`src/core/class_d_pkg.sv`:
```
package class_d_pkg;

	// core clock and data-loss timing
	localparam int CLK_FREQ_KHZ = 100_000;
	localparam int CLK_PERIOD_NS = 10;
	localparam int LOSS_TIME_MS = 50;
	localparam int LOSS_CYCLES = LOSS_TIME_MS * CLK_FREQ_KHZ;
	// assumed external state-machine clock rate, override per board
	localparam int EXT_CLK_KHZ = 1_000;
	localparam int LOSS_EXT_TICKS = LOSS_TIME_MS * EXT_CLK_KHZ;

	// nonoverlap unit: one step of the code, rounded up to whole cycles
	localparam int NOL_UNIT_NS = 25;
	localparam int NOL_UNIT_CYC = (NOL_UNIT_NS + CLK_PERIOD_NS - 1) / CLK_PERIOD_NS;
	localparam int NOL_CNT_W = 8;

	// transistor pairs and strap code widths
	localparam int PAIRS = 4;
	localparam int STEP_W = 4;
	localparam logic [STEP_W-1:0] STEP_ONE = 4'h1;

	// positions inside the synchronised pin vector
	localparam int SY_RPD = 0;
	localparam int SY_MUTE = 1;
	localparam int SY_A = 2;
	localparam int SY_B = 3;
	localparam int SY_C = 4;
	localparam int SY_D = 5;
	localparam int SY_EXT = 6;
	localparam int SY_CSRC = 7;
	localparam int SY_CHAN = 8;
	localparam int SY_TWARN = 9;
	localparam int SY_TSD = 10;
	localparam int SY_TCOOL = 11;
	localparam int SY_OC = 12;
	localparam int SY_FP = 13;
	localparam int SYNC_W = 17;
	// fault pins idle high through their pull-ups, mute idles high, all else low
	localparam logic [SYNC_W-1:0] SYNC_RST = 17'h1e002;

	// thermal protection states
	typedef enum logic [1:0] {
		THERM_OK,
		THERM_WARN,
		THERM_SHUTDOWN
	} thermal_state_t;

endpackage

```
`src/core/gate_drive_if.sv`:
```
interface gate_drive_if;
	logic [class_d_pkg::PAIRS-1:0] level; // wanted half-bridge level per pair
	logic [class_d_pkg::PAIRS-1:0] hi_en; // high side allowed
	logic [class_d_pkg::PAIRS-1:0] lo_en; // low side allowed
	logic kill; // all transistors off
	logic [class_d_pkg::STEP_W-1:0] nol_step; // nonoverlap step 1..8
	logic [class_d_pkg::PAIRS-1:0] gate_hi; // registered high-side drive
	logic [class_d_pkg::PAIRS-1:0] gate_lo; // registered low-side drive

	modport ctrl (
		output level,
		output hi_en,
		output lo_en,
		output kill,
		output nol_step,
		input gate_hi,
		input gate_lo
	);

	modport drv (
		input level,
		input hi_en,
		input lo_en,
		input kill,
		input nol_step,
		output gate_hi,
		output gate_lo
	);
endinterface

```
`src/core/dead_time_gen.sv`:
```
module dead_time_gen (
	input wire logic core_clk_i,
	input wire logic nrst_i,
	gate_drive_if.drv gd
);

	// one dead-time slice per transistor pair
	genvar p;
	generate
		for (p = 0; p < class_d_pkg::PAIRS; p++) begin : g_pair
			logic applied; // level the pair is switching toward
			logic [class_d_pkg::NOL_CNT_W-1:0] dead_cnt; // remaining dead cycles
			logic changing; // wanted level differs from applied one

			assign changing = gd.level[p] != applied;

			// a level change reloads the dead time before the new side turns on
			always_ff @(posedge core_clk_i or negedge nrst_i) begin
				if (!nrst_i) begin
					applied <= 1'b0;
					dead_cnt <= '0;
				end else if (changing) begin
					applied <= gd.level[p];
					dead_cnt <= class_d_pkg::NOL_CNT_W'(int'(gd.nol_step) * class_d_pkg::NOL_UNIT_CYC);
				end else if (dead_cnt != '0) begin
					dead_cnt <= dead_cnt - 1'b1;
				end
			end

			// gates are exclusive by the applied level, and both off while counting
			always_ff @(posedge core_clk_i or negedge nrst_i) begin
				if (!nrst_i) begin
					gd.gate_hi[p] <= 1'b0;
					gd.gate_lo[p] <= 1'b0;
				end else begin
					gd.gate_hi[p] <= !gd.kill && !changing && dead_cnt == '0 && applied
						&& gd.hi_en[p];
					gd.gate_lo[p] <= !gd.kill && !changing && dead_cnt == '0 && !applied
						&& gd.lo_en[p];
				end
			end
		end
	endgenerate

endmodule

```
`src/core/class_d_stage_ctrl.sv`:
```
// Summary of operation
// - latch clock and channel straps at reset release
// - clock strap low internal, high external clock
// - dead time between pair transistors on change
// - mute input low mutes the outputs
// - two-channel: A drives A/B, C drives C/D
// - two-channel: fault pin 0 flags 50 ms silence
// - four-channel: no data-loss detection
// - four-channel: fault pin 0 low disables low sides
// - four-channel: each input drives its own output
// - above 135 degrees assert thermal warning pin 2
// - above 150 degrees assert shutdown pin 3, stop
// - below 120 degrees clear both, resume
// - overcurrent mutes and asserts fault pin 1
// - overcurrent latched until reset or mute cycle
// - edge speed from pins 3, 2, B at release
// - edge step is {p3,p2,~B} plus one
// - nonoverlap from pins 1, 0, D at release
// - nonoverlap step is {p1,p0,~D} plus one
// - fault pins driven outside reset (pin 0 not in four-channel), released during
module class_d_stage_ctrl #(
	parameter int LOSS_TICKS_INT = class_d_pkg::LOSS_CYCLES, // internal-clock timeout
	parameter int LOSS_TICKS_EXT = class_d_pkg::LOSS_EXT_TICKS // external-clock timeout
) (
	input wire logic core_clk_i,
	input wire logic nrst_i,
	input wire logic reset_powerdown_n_i,
	input wire logic mute_n_i,
	input wire logic switch_in_a_i,
	input wire logic switch_in_b_i,
	input wire logic switch_in_c_i,
	input wire logic switch_in_d_i,
	input wire logic ext_clk_i,
	input wire logic clock_source_strap_i,
	input wire logic channel_config_strap_i,
	input wire logic temp_above_warn_i,
	input wire logic temp_above_shutdown_i,
	input wire logic temp_below_recover_i,
	input wire logic overcurrent_i,
	input wire logic [3:0] fault_pin_i,
	output logic [3:0] fault_pin_o,
	output logic [3:0] fault_pin_oe_o,
	output logic [class_d_pkg::PAIRS-1:0] gate_hi_o,
	output logic [class_d_pkg::PAIRS-1:0] gate_lo_o,
	output logic [class_d_pkg::STEP_W-1:0] edge_speed_o,
	output logic [class_d_pkg::STEP_W-1:0] nonoverlap_o
);

	localparam int LOSS_MAX = (LOSS_TICKS_INT > LOSS_TICKS_EXT) ? LOSS_TICKS_INT : LOSS_TICKS_EXT;
	localparam int LOSS_W = $clog2(LOSS_MAX + 1);

	logic [class_d_pkg::SYNC_W-1:0] pin_meta; // first synchroniser stage
	logic [class_d_pkg::SYNC_W-1:0] pin_sync; // second synchroniser stage
	logic [class_d_pkg::SYNC_W-1:0] pin_raw; // packed asynchronous pins
	logic in_reset; // reset/power-down pin held low
	logic clk_src; // captured clock-source strap
	logic four_ch; // captured channel-configuration strap
	logic mute_prev; // last synchronised mute level
	logic ext_prev; // last synchronised external clock level
	logic sm_tick; // one tick of the selected state-machine clock
	logic a_prev; // last synchronised input A
	logic c_prev; // last synchronised input C
	logic [LOSS_W-1:0] loss_cnt; // ticks since the last A or C edge
	logic [LOSS_W-1:0] loss_limit; // timeout for the selected clock
	logic data_lost; // no A or C edge for the timeout
	logic oc_latched; // overcurrent mute held
	class_d_pkg::thermal_state_t therm; // thermal protection state
	class_d_pkg::thermal_state_t next_therm; // next thermal state
	logic [class_d_pkg::PAIRS-1:0] next_level; // wanted pair levels
	logic low_side_en; // four-channel low-side enable

	gate_drive_if gd ();

	// pack every asynchronous pin for the two-stage synchroniser
	assign pin_raw = {fault_pin_i, overcurrent_i, temp_below_recover_i, temp_above_shutdown_i,
		temp_above_warn_i, channel_config_strap_i, clock_source_strap_i, ext_clk_i,
		switch_in_d_i, switch_in_c_i, switch_in_b_i, switch_in_a_i, mute_n_i,
		reset_powerdown_n_i};

	// two flip-flops ahead of any logic for every pin
	// the reset value matches each pin's idle level, so no edge is seen at release
	// only the second stage is read by logic; the first may go metastable
	always_ff @(posedge core_clk_i or negedge nrst_i) begin
		if (!nrst_i) begin
			pin_meta <= class_d_pkg::SYNC_RST;
			pin_sync <= class_d_pkg::SYNC_RST;
		end else begin
			pin_meta <= pin_raw;
			pin_sync <= pin_meta;
		end
	end

	assign in_reset = !pin_sync[class_d_pkg::SY_RPD];

	// straps track the pins while held in reset and freeze at release
	// the board must hold them steady a few cycles past the release
	always_ff @(posedge core_clk_i or negedge nrst_i) begin
		if (!nrst_i) begin
			clk_src <= 1'b0;
			four_ch <= 1'b0;
		end else if (in_reset) begin
			clk_src <= pin_sync[class_d_pkg::SY_CSRC];
			four_ch <= pin_sync[class_d_pkg::SY_CHAN];
		end
	end

	// edge speed code: pins 3 and 2 with inverted B, offset by one
	always_ff @(posedge core_clk_i or negedge nrst_i) begin
		if (!nrst_i) begin
			edge_speed_o <= class_d_pkg::STEP_ONE;
		end else if (in_reset) begin
			// follows the pins while held, so the last sample before release stays
			edge_speed_o <= {1'b0, pin_sync[class_d_pkg::SY_FP + 3], pin_sync[class_d_pkg::SY_FP + 2],
				!pin_sync[class_d_pkg::SY_B]} + class_d_pkg::STEP_ONE;
		end
	end

	// nonoverlap code: pins 1 and 0 with inverted D, offset by one
	always_ff @(posedge core_clk_i or negedge nrst_i) begin
		if (!nrst_i) begin
			nonoverlap_o <= class_d_pkg::STEP_ONE;
		end else if (in_reset) begin
			// the dead-time generator reads this value directly
			nonoverlap_o <= {1'b0, pin_sync[class_d_pkg::SY_FP + 1], pin_sync[class_d_pkg::SY_FP],
				!pin_sync[class_d_pkg::SY_D]} + class_d_pkg::STEP_ONE;
		end
	end

	// control pin history: mute idles high, so its history resets high
	always_ff @(posedge core_clk_i or negedge nrst_i) begin
		if (!nrst_i) begin
			mute_prev <= 1'b1;
			ext_prev <= 1'b0;
		end else begin
			mute_prev <= pin_sync[class_d_pkg::SY_MUTE];
			ext_prev <= pin_sync[class_d_pkg::SY_EXT];
		end
	end

	// switching input history for the data-loss restart
	always_ff @(posedge core_clk_i or negedge nrst_i) begin
		if (!nrst_i) begin
			a_prev <= 1'b0;
			c_prev <= 1'b0;
		end else begin
			a_prev <= pin_sync[class_d_pkg::SY_A];
			c_prev <= pin_sync[class_d_pkg::SY_C];
		end
	end

	// internal clock ticks every cycle, external on each rising edge
	// the external clock is sampled as data, so it must run well below the core clock
	// a stopped external clock stops the timer, which then never flags a loss
	assign sm_tick = clk_src ? (pin_sync[class_d_pkg::SY_EXT] && !ext_prev) : 1'b1;
	assign loss_limit = clk_src ? LOSS_W'(LOSS_TICKS_EXT) : LOSS_W'(LOSS_TICKS_INT);

	// data-loss timer: restarts on A or C edges, saturates at the limit
	// saturation keeps the flag up for as long as the silence lasts
	always_ff @(posedge core_clk_i or negedge nrst_i) begin
		if (!nrst_i) begin
			loss_cnt <= '0;
		end else if (in_reset || four_ch) begin
			// four-channel mode never watches for silence
			loss_cnt <= '0;
		end else if (pin_sync[class_d_pkg::SY_A] != a_prev
			|| pin_sync[class_d_pkg::SY_C] != c_prev) begin
			loss_cnt <= '0;
		end else if (sm_tick && loss_cnt != loss_limit) begin
			loss_cnt <= loss_cnt + 1'b1;
		end
	end

	// loss is flagged once the count reaches the limit
	assign data_lost = loss_cnt == loss_limit;

	// thermal hysteresis: shutdown beats warning and recovery
	// the three comparators are separate, so a gap between them holds the state
	// the warning stays asserted through shutdown until the die cools
	always_comb begin
		next_therm = therm;
		unique case (therm)
			class_d_pkg::THERM_OK: begin
				if (pin_sync[class_d_pkg::SY_TSD]) begin
					next_therm = class_d_pkg::THERM_SHUTDOWN;
				end else if (pin_sync[class_d_pkg::SY_TWARN]) begin
					next_therm = class_d_pkg::THERM_WARN;
				end
			end
			class_d_pkg::THERM_WARN: begin
				if (pin_sync[class_d_pkg::SY_TSD]) begin
					next_therm = class_d_pkg::THERM_SHUTDOWN;
				end else if (pin_sync[class_d_pkg::SY_TCOOL]) begin
					next_therm = class_d_pkg::THERM_OK;
				end
			end
			class_d_pkg::THERM_SHUTDOWN: begin
				// only cooling below the recovery point leaves shutdown
				if (pin_sync[class_d_pkg::SY_TCOOL] && !pin_sync[class_d_pkg::SY_TSD]) begin
					next_therm = class_d_pkg::THERM_OK;
				end
			end
			default: begin
				next_therm = class_d_pkg::THERM_SHUTDOWN;
			end
		endcase
	end

	// thermal state register
	always_ff @(posedge core_clk_i or negedge nrst_i) begin
		if (!nrst_i) begin
			therm <= class_d_pkg::THERM_OK;
		end else begin
			therm <= next_therm;
		end
	end

	// overcurrent latch: set wins, cleared by reset or mute release
	// a persisting short keeps it set even through a mute cycle
	always_ff @(posedge core_clk_i or negedge nrst_i) begin
		if (!nrst_i) begin
			oc_latched <= 1'b0;
		end else if (pin_sync[class_d_pkg::SY_OC]) begin
			oc_latched <= 1'b1;
		end else if (in_reset) begin
			oc_latched <= 1'b0;
		end else if (pin_sync[class_d_pkg::SY_MUTE] && !mute_prev) begin
			// mute deassert can only follow a mute assert
			oc_latched <= 1'b0;
		end
	end

	// wanted pair levels from the channel mode
	always_comb begin
		if (four_ch) begin
			next_level = {pin_sync[class_d_pkg::SY_D], pin_sync[class_d_pkg::SY_C],
				pin_sync[class_d_pkg::SY_B], pin_sync[class_d_pkg::SY_A]};
		end else begin
			// bridge: the second half of each pair is the inverse
			next_level = {!pin_sync[class_d_pkg::SY_C], pin_sync[class_d_pkg::SY_C],
				!pin_sync[class_d_pkg::SY_A], pin_sync[class_d_pkg::SY_A]};
		end
	end

	// fault pin 0 is a low-side enable input only in four-channel mode
	assign low_side_en = !four_ch || pin_sync[class_d_pkg::SY_FP];

	// requests to the dead-time generator
	// kill gathers every cause that must hold all transistors off
	// high sides have no disable of their own
	assign gd.level = next_level;
	assign gd.hi_en = '1;
	assign gd.lo_en = {class_d_pkg::PAIRS{low_side_en}};
	assign gd.kill = in_reset || !pin_sync[class_d_pkg::SY_MUTE] || oc_latched
		|| therm == class_d_pkg::THERM_SHUTDOWN;
	assign gd.nol_step = nonoverlap_o;

	// per-pair dead time and the registered gate drive
	dead_time_gen u_dead_time (
		.core_clk_i(core_clk_i),
		.nrst_i(nrst_i),
		.gd(gd.drv)
	);

	assign gate_hi_o = gd.gate_hi;
	assign gate_lo_o = gd.gate_lo;

	// fault pin values: active-low flags once out of device reset
	always_ff @(posedge core_clk_i or negedge nrst_i) begin
		if (!nrst_i) begin
			fault_pin_o <= 4'hf;
		end else if (in_reset) begin
			// released pins read high through their pull-ups
			fault_pin_o <= 4'hf;
		end else begin
			fault_pin_o[3] <= therm != class_d_pkg::THERM_SHUTDOWN;
			fault_pin_o[2] <= therm == class_d_pkg::THERM_OK;
			fault_pin_o[1] <= !oc_latched;
			fault_pin_o[0] <= !data_lost;
		end
	end

	// fault pin directions: all released in reset so straps can be read
	always_ff @(posedge core_clk_i or negedge nrst_i) begin
		if (!nrst_i) begin
			fault_pin_oe_o <= 4'h0;
		end else if (in_reset) begin
			fault_pin_oe_o <= 4'h0;
		end else begin
			// pin 0 stays an input in four-channel mode
			fault_pin_oe_o <= {3'h7, !four_ch};
		end
	end

endmodule

```
`config.mk`:
```
export PLATFORM = sky130hd
export DESIGN_NAME = class_d_stage_ctrl
export DESIGN_NICKNAME = d
export VERILOG_FILES = /design/src/core/class_d_pkg.sv /design/src/core/gate_drive_if.sv /design/src/core/dead_time_gen.sv /design/src/core/class_d_stage_ctrl.sv
export SDC_FILE = /design/constraint.sdc
export NUM_CORES = 1
export LEC_CHECK = 0
export ABC_CLOCK_PERIOD_IN_PS = 2200
export BUFFER_PORTS_ARGS = -buffer_cell sky130_fd_sc_hd__buf_4
export CAP_MARGIN = 10
export CELL_PAD_IN_SITES_DETAIL_PLACEMENT = 1
export CELL_PAD_IN_SITES_GLOBAL_PLACEMENT = 1
export CORE_UTILIZATION = 40
export DETAILED_ROUTE_END_ITERATION = 16
export PLACE_DENSITY_LB_ADDON = 0.1
export SLEW_MARGIN = 20
export SYNTH_ARGS = -nofsm -noshare
export SYNTH_HDL_FRONTEND = slang
export SYNTH_SLANG_ARGS = --single-unit
```
`constraint.sdc`:
```
create_clock -name core_clk_i -period 2.2 [get_ports core_clk_i]
set_input_delay 0.33 -clock core_clk_i [delete_from_list [all_inputs] [get_ports core_clk_i]]
set_output_delay 0.33 -clock core_clk_i [all_outputs]
set_load 0.01 [all_outputs]
```
Word-level counts from Yosys, hierarchy flattened
Cells that the tools add are included.
W data, S select, Z words.
{"block": "word_totals", "wordCells": 145, "input_bits": 19, "out_inout_bits": 24, "register_bits": 126}
{"block": "classes", "multipliers": 1, "n_reduce_logical": 66, "mux": 25, "eq_ne": 15, "n_addsub": 7}
{"op": "$mux W23", "n": 4}
{"op": "$mux W8", "n": 8}
{"op": "$logic_not A8 Y1", "n": 4}
{"op": "$reduce_bool A8 Y1", "n": 4}
{"op": "$sub A8 B1 Y8 const B", "n": 4}
{"op": "$logic_and A1 B1 Y1", "n": 24}
{"op": "$add A23 B1 Y23 const B", "n": 1}
{"op": "$eq A23 B23 Y1", "n": 1}
{"op": "$ne A23 B23 Y1", "n": 1}
{"op": "$logic_not A1 Y1", "n": 21}
{"op": "$mux W4", "n": 3}
{"op": "$mux W2", "n": 5}
{"op": "$add A3 B1 Y4 const B", "n": 2}
{"op": "$reduce_bool A2 Y1", "n": 4}
{"op": "$logic_or A1 B1 Y1", "n": 6}
{"op": "$mul A4 B2 Y6 const B", "n": 1}
{"op": "$ne A1 B1 Y1", "n": 6}
{"op": "$ne A3 B3 Y1 const B", "n": 2}
{"op": "$pmux W2 S3", "n": 1}
{"op": "$mux W1", "n": 4}
{"op": "$ne A2 B2 Y1 const B", "n": 2}
{"op": "$ne A3 B1 Y1 const B", "n": 1}
{"op": "$reduce_and A3 Y1", "n": 1}
{"op": "$reduce_bool A3 Y1", "n": 1}
{"op": "other kinds (3)", "n": 3}

Longest topological paths before layout
Gate-level depths: netlist of the first run.
{"block": "logic_depth", "word_depth": 9, "depth_mapped": 8, "mapped_depth_nobuf": 7}

By module
A second synthesis of the first run with hierarchy kept.
{"block": "hier_totals", "cells_unflattened": 513, "hier_area_um2": 5661.7}
{"mod": "class_d_stage_ctrl", "area_each_um2": 3135.5, "cells_per_inst": 253, "seq_area_each_um2": 2023.2, "n_inst": 1}
{"mod": "dead_time_gen", "area_each_um2": 2526.2, "cells_per_inst": 260, "seq_area_each_um2": 1101.1, "n_inst": 1}

Least setup slack after synthesis of the first run
No wires, ideal clock.
{"block": "synth_timing", "path_type": "flip-flop to flip-flop", "startpoint": "register u_dead_time.g_pair[0].dead_cnt[4] (netlist bit)", "endpoint": "register u_dead_time.g_pair[0].dead_cnt[2] (netlist bit)", "setup_slack_ns": 0.382, "period_less_slack_ns": 1.818, "arrival_ns": 1.686, "setup_time_ns": 0.132, "n_path_buf": 0, "path_stages_with_launch": 6, "required_ns": 2.068, "cell_sequence": "dfrtp_1 > or4_4 > or3_4 > a21o_1 > a21oi_1 > a21oi_1"}
{"block": "synth_between", "elab_chain_len": 2}
{"item": "start: declaration", "line": "dead_time_gen.sv:12", "text": "logic [class_d_pkg::NOL_CNT_W-1:0] dead_cnt;"}
{"item": "start signal: assignment", "line": "dead_time_gen.sv:24", "text": "dead_cnt <= class_d_pkg::NOL_CNT_W'(int'(gd.nol_step) * class_d_pkg::NOL_UNIT_CYC);"}
{"item": "start signal: assignment", "line": "dead_time_gen.sv:26", "text": "dead_cnt <= dead_cnt - 1'b1;"}
{"item": "$reduce_bool A8 Y1", "line": "dead_time_gen.sv:25", "text": "end else if (dead_cnt != '0) begin"}
{"item": "$reduce_bool A2 Y1 (no line)"}
Every way passes these cells.
A chain may end at the register's enable or synchronous reset.

Worst setup path after layout of the first run
{"block": "layout_timing", "startpoint": "register nonoverlap_o[0] (netlist bit)", "endpoint": "register u_dead_time.g_pair[1].dead_cnt[3] (netlist bit)"}
{"block": "layout_between", "elab_chain_len": 2}
{"item": "start: declaration", "line": "class_d_stage_ctrl.sv:46", "text": "output logic [class_d_pkg::STEP_W-1:0] nonoverlap_o"}
{"item": "start signal: assignment", "line": "class_d_stage_ctrl.sv:121", "text": "nonoverlap_o <= class_d_pkg::STEP_ONE;"}
{"item": "start signal: assignment", "line": "class_d_stage_ctrl.sv:124", "text": "nonoverlap_o <= {1'b0, pin_sync[class_d_pkg::SY_FP + 1], pin_sync[class_d_pkg::SY_FP],"}
{"item": "$mul A4 B2 Y6", "line": "dead_time_gen.sv:24"}
{"item": "$mux W8", "line": "dead_time_gen.sv:22", "text": "end else if (changing) begin"}
{"item": "end signal: assignment", "line": "dead_time_gen.sv:24"}
{"item": "end signal: assignment", "line": "dead_time_gen.sv:26"}
{"item": "end: declaration", "line": "dead_time_gen.sv:12"}
Every way passes these cells.

==> flow_summary.yaml, run 1 <==
global_route:
  grt_max_degree: 64
  track_usage_pct: 19.8
  antenna_found_initial: 0
  grt_pass1_vias: 4232
  gr-total-overflow: 0
  grt_pass1_wl_mm: 21.4
floorplanning:
  die_y_um: 119
  die_w_um: 119
  io_pins: 43
  placementRows: 42
  core-area_mm2: 0.0133
  start_util_pct: 41.1
  die_area_mm2: 0.0141
clocking:
  cts.root.buffer_cell: "clkbuf_16"
  cts_resized: 0
  clockBufferDepth: 2
  cts_tree: "built"
  clock_latency_ns: 0.42
  cts_buffers: 17
  clock-sinks: 124
  cts_hold_buffers: 14
  post_cts_buffers: 0
  clk_pin_slew_ns: 0.06
  htree_levels: 4
hold_path:
  hold_start: "switch_in_d_i"
  hold_path_class: "input port to flip-flop"
layout:
  nNetsFinal: 607
  final_core_util_pct: 51.4
  drive_above_1_share_pct: 22.1
  final_cell_area_mm2: 0.00683
  syn2layout_area_growth_pct: 25.2
  diodes: 0
  multiInputGateArea_mm2: 0.00216
  fill_cells: 1420
  seqCellArea_mm2: 0.00312
routing:
  drtAntennaViolNets: 0
  dr.first_iter.drc_count: 129
  wl_met1_mm: 6.15
  wl_met3_um: 334
  highest_layer: "met4"
  drt_first_pass_iters: 4
  dr_total_vias: 3926
  viasPerCell: 5.17
  routedWlPerCell_um: 16.5
  drc_errors: 0
  routed-wl-met2_mm: 5.93
  routed_wl_mm: 12.6
critical_path:
  cpPeakStageDelay_ns: 0.62
  critPathArrivalTime_ns: 2.35
  crit_path_start_kind: "flip-flop"
  path_delay_family: "flip-flops"
  endpoint_kind: "flip-flop"
  crit_start: "nonoverlap_o[0]"
  crit_type: "flip-flop to flip-flop"
  critPathSlowestCell: "dfstp_2"
  required_ns: 2.55
  path_buf_inv: 1
  regToRegSetupSlack_ns: 0.21
  r2r_start: "nonoverlap_o[0]"
  critPathMaxFanout: 7
  cp_cell_sequence: "ha_1 > inv_1 > fa_1 > xor2_1 > mux2_2"
sta:
  hold_viol_final: 0
  relSlewSlack_pct: 56.2
  tightest_slew_ns: 0.649
  period_minus_slack_ns: 1.99
  finalSetupViolCount: 0
  rsz0062_at_grt: "no"
  drv_slew: 0
  clock_skew_ns: 0.00754
  tns_ns: 0
  max_freq_ghz: 0.502
  fin_crit_sh_pct: 90.5
synthesis:
  synth.top_cell.area_share_pct: 49.1
  syn_inst: 490
  yosys.area.top_type: "dfrtp_1"
  synth-seq-area-share_pct: 57.2
  ys_seq_elements: 124
  ys.flop_type: "dfrtp_1"
  yosysWarnings: 0
  syn_avg_cell_area_um2: 11.1
  synthTopCellsByArea: "dfrtp_1 49%, dfstp_2 8.2%, ha_1 3.9%, nand2_1 3.2%, xnor2_1 3.0%"
  synth_edf_count: 0
  synth_area_mm2: 0.00546
  async_flop_share_pct: 100
  syn_nets: 527
  ys_types: 61
power:
  peakVddDrop_v: 0.000685
  power.leakage_nw: 3.00
  power_mw: 7.13
  p_per_area_mw_per_mm2: 1040
run_status:
  outcome: "complete, no violations"
placed_design:
  hpwl_mm: 8.41
  place_area_mm2: 0.00607
  port_buffers: 42
  gp_congestion: 0.778
job:
  maxCapViolCount: 0
layout by cell type, fill, tap and decap left out, types with 5 or more instances in the layout:
cell,netlist,layout
inv_1,22,22
nand4_1,9,9
xor2_1,18,18
buf_4,2,58
dlygate4sd3_1,0,17
nor2b_1,8,8
a21oi_1,27,27
inv_8,0,5
xnor2_1,19,19
nor3_1,12,12
clkbuf_16,0,17
nor4b_1,7,7
nand2b_1,5,5
dfstp_2,17,17
nand3_1,11,11
nand2_1,47,47
or3_1,5,5
nor2_1,37,37
dfrtp_1,107,107
mux2_2,7,7
inv_6,0,6
and3_1,7,7
nor4_1,13,13
ha_1,17,17
mux2i_1,7,7
o21ai_0,21,21
synthesized netlist by cell type (all sizes together), types with 8 or more instances:
cell / instances
clkbuf: 9
xor2: 18
nor4: 13
nand2: 47
dfstp: 17
inv: 22
nor2: 37
nand4: 9
o21ai: 23
dfrtp: 107
nand3: 11
ha: 17
a21oi: 27
nor3: 13
or3: 8
nor2b: 8
xnor2: 19
flip-flops by register name (all words and copies together), names as in the netlist, 2 cells and up:
signal                       flops
fault_pin_o                      4
fault_pin_oe_o                   2
therm                            2
pin_sync                        17
u_dead_time.g_pair.applied       4
edge_speed_o                     4
nonoverlap_o                     4
u_dead_time.gd.gate_hi           4
u_dead_time.g_pair.dead_cnt     32
pin_meta                        17
u_dead_time.gd.gate_lo           4
loss_cnt                        23
power breakdown:
group	total, mW	internal, mW	switching, mW
combinational	1.44	0.658	0.784
clock	2.81	1.62	1.19
sequential	2.87	2.59	0.288
total	7.13	4.87	2.26
through the flow:
step           cells  worst slack [ns]  hold WS, ns
2_1_floorplan    490             0.382       0.0344
3_3_place_gp     710             0.288        0.247
3_5_place_dp     710             0.240        0.255
4_1_cts          756             0.200      0.00336
5_1_grt          759            0.0636      0.00686
6_report         759             0.208       0.0359
cell type report:
class / instances / area share, %
Sequential cell: 124 / 45.7
Timing Repair Buffer: 77 / 9.45
Clock inverter: 15 / 2.49
Multi-Input combinational cell: 328 / 31.7
Tap cell: 176 / 3.22
Inverter: 22 / 1.21
Clock buffer: 17 / 6.23
path summary, 6_finish.rpt:
| check | endpoint | depth (start not counted) |
|---|---|---|
| min | pin_meta[5] | 1 |
| min reg2reg | pin_sync[3] | 0 |
| min in group asynchronous | u_dead_time.g_pair[1].dead_cnt[6] | 2 |
| max in group asynchronous | pin_sync[1] | 3 |
| max reg2reg | u_dead_time.g_pair[1].dead_cnt[3] | 5 |
| max | u_dead_time.g_pair[1].dead_cnt[3] | 5 |
logic make-up after synthesis:
kind of cell               Yosys count  synth area share, %
AOI/OAI and AO/OA                   74                 8.25
and+or+nand+nor                    185                 18.5
xor gates and xnor gates            37                 5.94
muxes                               14                 2.73
DFF                                124                 57.2
buffers and inverters               38                 3.09
adders and majority gates           18                 4.26
per-layer routing:
layer	up-vias	global-route usage, %
li1	1873	-
met1	1987	27.2
met3	13	5.80
met4	0	6.09
met2	53	30.2
met5	-	0
Note: power is estimated with default switching activity, not from simulation.
==> run 2: changes to the inputs <==
Settings changed: SYNTH_HIERARCHICAL set to 1.
==> run 2 against run 1 <==
- maximum frequency grew 0.23%
- final cell count grew 1.6%
- die area grew 3.7%
- total power shrank 1.8%
- synthesized area grew 3.7%
- final area grew 0.62%
- worst setup slack gained 0.0045 ns
- highest routed layer unchanged
- clock power shrank 5%
- clock skew is essentially flat
==> flow_summary.yaml, run 2 <==
run_status:
  outcome: "complete, no violations"
placed_design:
  port_buffers: 42
  gp_congestion: 0.801
  hpwl_mm: 8.84
  dp.cells: 734
  place_area_mm2: 0.00625
layout:
  largest_register: "u_dead_time/g_pair.dead_cnt"
  seqCellArea_mm2: 0.00312
  drive_above_1_share_pct: 22.3
  multiInputGateArea_mm2: 0.00231
  final_cell_mix: "107 x dfrtp_1, 56 x buf_4, 43 x a21oi_1"
  layout.cells.non_filler: 771
  final_cell_area_mm2: 0.00688
  fill_cells: 1463
  largest_reg_flops: 32
  layout_top_registers: "u_dead_time/g_pair.dead_cnt x32, loss_cnt x23"
  syn2layout_area_growth_pct: 21.4
  nNetsFinal: 615
  diodes: 0
  final_common_cell: "dfrtp_1"
sta:
  relSlewSlack_pct: 58.4
  rsz0062_at_grt: "no"
  clock_skew_ns: 0.00750
  period_minus_slack_ns: 1.99
  finalSetupViolCount: 0
  drv_slew: 0
  tightest_slew_ns: 0.609
  hold_viol_final: 0
  max_freq_ghz: 0.503
  fin_crit_sh_pct: 90.3
  tns_ns: 0
  whs_ns: 0.0164
routing:
  routed_wl_mm: 12.7
  dr.first_iter.drc_count: 150
  viasPerCell: 5.28
  drt_first_pass_iters: 4
  dr_total_vias: 4072
  drtAntennaViolNets: 0
  routedWlPerCell_um: 16.5
  drc_errors: 0
floorplanning:
  die_area_mm2: 0.0146
  io_pins: 43
  placementRows: 43
  start_util_pct: 40.9
  die_w_um: 121
  die_y_um: 121
  core-area_mm2: 0.0138
critical_path:
  path_buf_inv: 0
  critPathArrivalTime_ns: 2.31
  cpPeakStageDelay_ns: 0.66
  cp.depth: 4
  crit_path_start_kind: "flip-flop"
  path_delay_family: "compound AO/OA/AOI/OAI gates"
  crit_type: "flip-flop to flip-flop"
  endpoint_kind: "flip-flop"
  critPathMaxFanout: 15
  required_ns: 2.53
  ff2ff_path_depth: 4
  cp_cell_sequence: "nand2b_1 > a2111o_1 > or4_1 > a21oi_1"
  critPathSlowestCell: "a2111o_1"
synthesis:
  synthTopCellsByArea: "dfrtp_1 47%, dfstp_2 7.9%, a21oi_1 3.8%, ha_1 3.8%, nand2_1 2.5%"
  synth_most_common_cell: "dfrtp_1"
  synth-seq-area-share_pct: 55.2
  synth.top_cell.area_share_pct: 47.3
  ys.flop_type: "dfrtp_1"
  synth_area_mm2: 0.00566
  yosysWarnings: 6
  synth_edf_count: 0
  syn_inst: 513
  syn_avg_cell_area_um2: 11.0
  yosys.area.top_type: "dfrtp_1"
  async_flop_share_pct: 100
  ys_seq_elements: 124
  netlist_top_cells_count: "107 x dfrtp_1, 43 x a21oi_1, 38 x nand2_1"
  ys_types: 62
global_route:
  gr-total-overflow: 0
  track_usage_pct: 19.3
  grt_pass1_vias: 4346
  antenna_found_initial: 0
  grt_max_degree: 38
  grt_pass1_wl_mm: 21.7
clocking:
  clk_pin_slew_ns: 0.06
  cts.root.buffer_cell: "clkbuf_16"
  cts_buffers: 17
  clock-sinks: 124
  clockBufferDepth: 2
  post_cts_buffers: 0
  clock_latency_ns: 0.42
  htree_levels: 4
  cts_tree: "built"
power:
  power_mw: 7.00
  p_per_area_mw_per_mm2: 1020
  power.leakage_nw: 2.94
  peakVddDrop_v: 0.000575
job:
  maxCapViolCount: 0
hold_path:
  hold_depth: 1
  hold_path_class: "input port to flip-flop"
## run 2: changes by cell type after synthesis, sizes merged, moves of 6 or more
cell	before	now
a21oi	27	43
inv	22	35
nor3	13	24
nand4	9	2
nor2b	8	1
nor4	13	6
xnor2	19	12
xor2	18	11
a22oi	1	7
nand2	47	41
o21ai	23	17
or4	4	10
## run 2: where the power goes
| group | internal [mW] | leakage (nW) | switching, mW |
|---|---|---|---|
| Combinational | 0.622 | 1.12 | 0.776 |
| Clock | 1.60 | 0.282 | 1.07 |
| Sequential | 2.57 | 1.53 | 0.360 |
## run 2: timing repair
action | CTS | global route
setup endpoints to repair | 0 | 0
gates resized for setup | 0 | 0
hold buffers | 1 | 4
hold endpoints to repair | 27 | 4
## run 2: final timing paths
path | from | end | slack (ns)
setup reg to reg | ext_prev | loss_cnt[10] | 0.21
hold reg to reg | pin_meta[11] | pin_sync[11] | 0.35
max in group asynchronous | nrst_i | pin_sync[14] | 1.05
min in group asynchronous | nrst_i | u_dead_time/g_pair[1].dead_cnt[7] | 0.43
setup / recovery | ext_prev | loss_cnt[10] | 0.21
hold / removal | temp_below_recover_i | pin_meta[11] | 0.02
## run 2: cell type report
| cell class | instances | area share [%] |
|---|---|---|
| multi-input cells | 337 | 33.6 |
| repair buffers | 63 | 7.42 |
| clock inverters | 14 | 1.97 |
| well taps | 180 | 3.28 |
| inverters | 35 | 1.91 |
| flip-flops and latches | 124 | 45.4 |
| clock buffers | 18 | 6.39 |
## run 2: metrics by stage
stage                     worst slack (ns)  util [%]
after floorplan                      0.421         -
after detailed placement             0.201      45.2
final                                0.213      49.7
after global routing                0.0854      49.7
after CTS                            0.189      49.4
after global placement               0.283      45.2
## run 2: kinds of logic (layout without fill, tap and decap cells)
family | Yosys count | in the layout | share of synthesized area (%)
compound gates | 107 | 107 | 12.4
xor+xnor | 23 | 23 | 3.82
flops | 124 | 124 | 55.2
fa+ha+maj | 18 | 18 | 4.11
other cells | 1 | 4 | 0.0662
mux | 16 | 16 | 2.92
buf+inv | 55 | 130 | 4.22
simple gates | 169 | 169 | 17.2
## run 2: metal layers
layer | part of all wire [%] | track usage (%) | wire, µm
met1 | 44 | 23.4 | 5620
met2 | 52 | 33.4 | 6600
met3 | 2.5 | 4.32 | 315
met4 | 1.4 | 7.18 | 175
met5 | 0 | 0 | 0
## run 2: worst reg2reg max path: cells and delay by family, from the launching register on
| kind | cells | cell delay, ns |
|---|---|---|
| AOI/OAI and AO/OA | 2 | 0.83 |
| DFF | 1 | 0.35 |
| and+or+nand+nor | 2 | 0.73 |
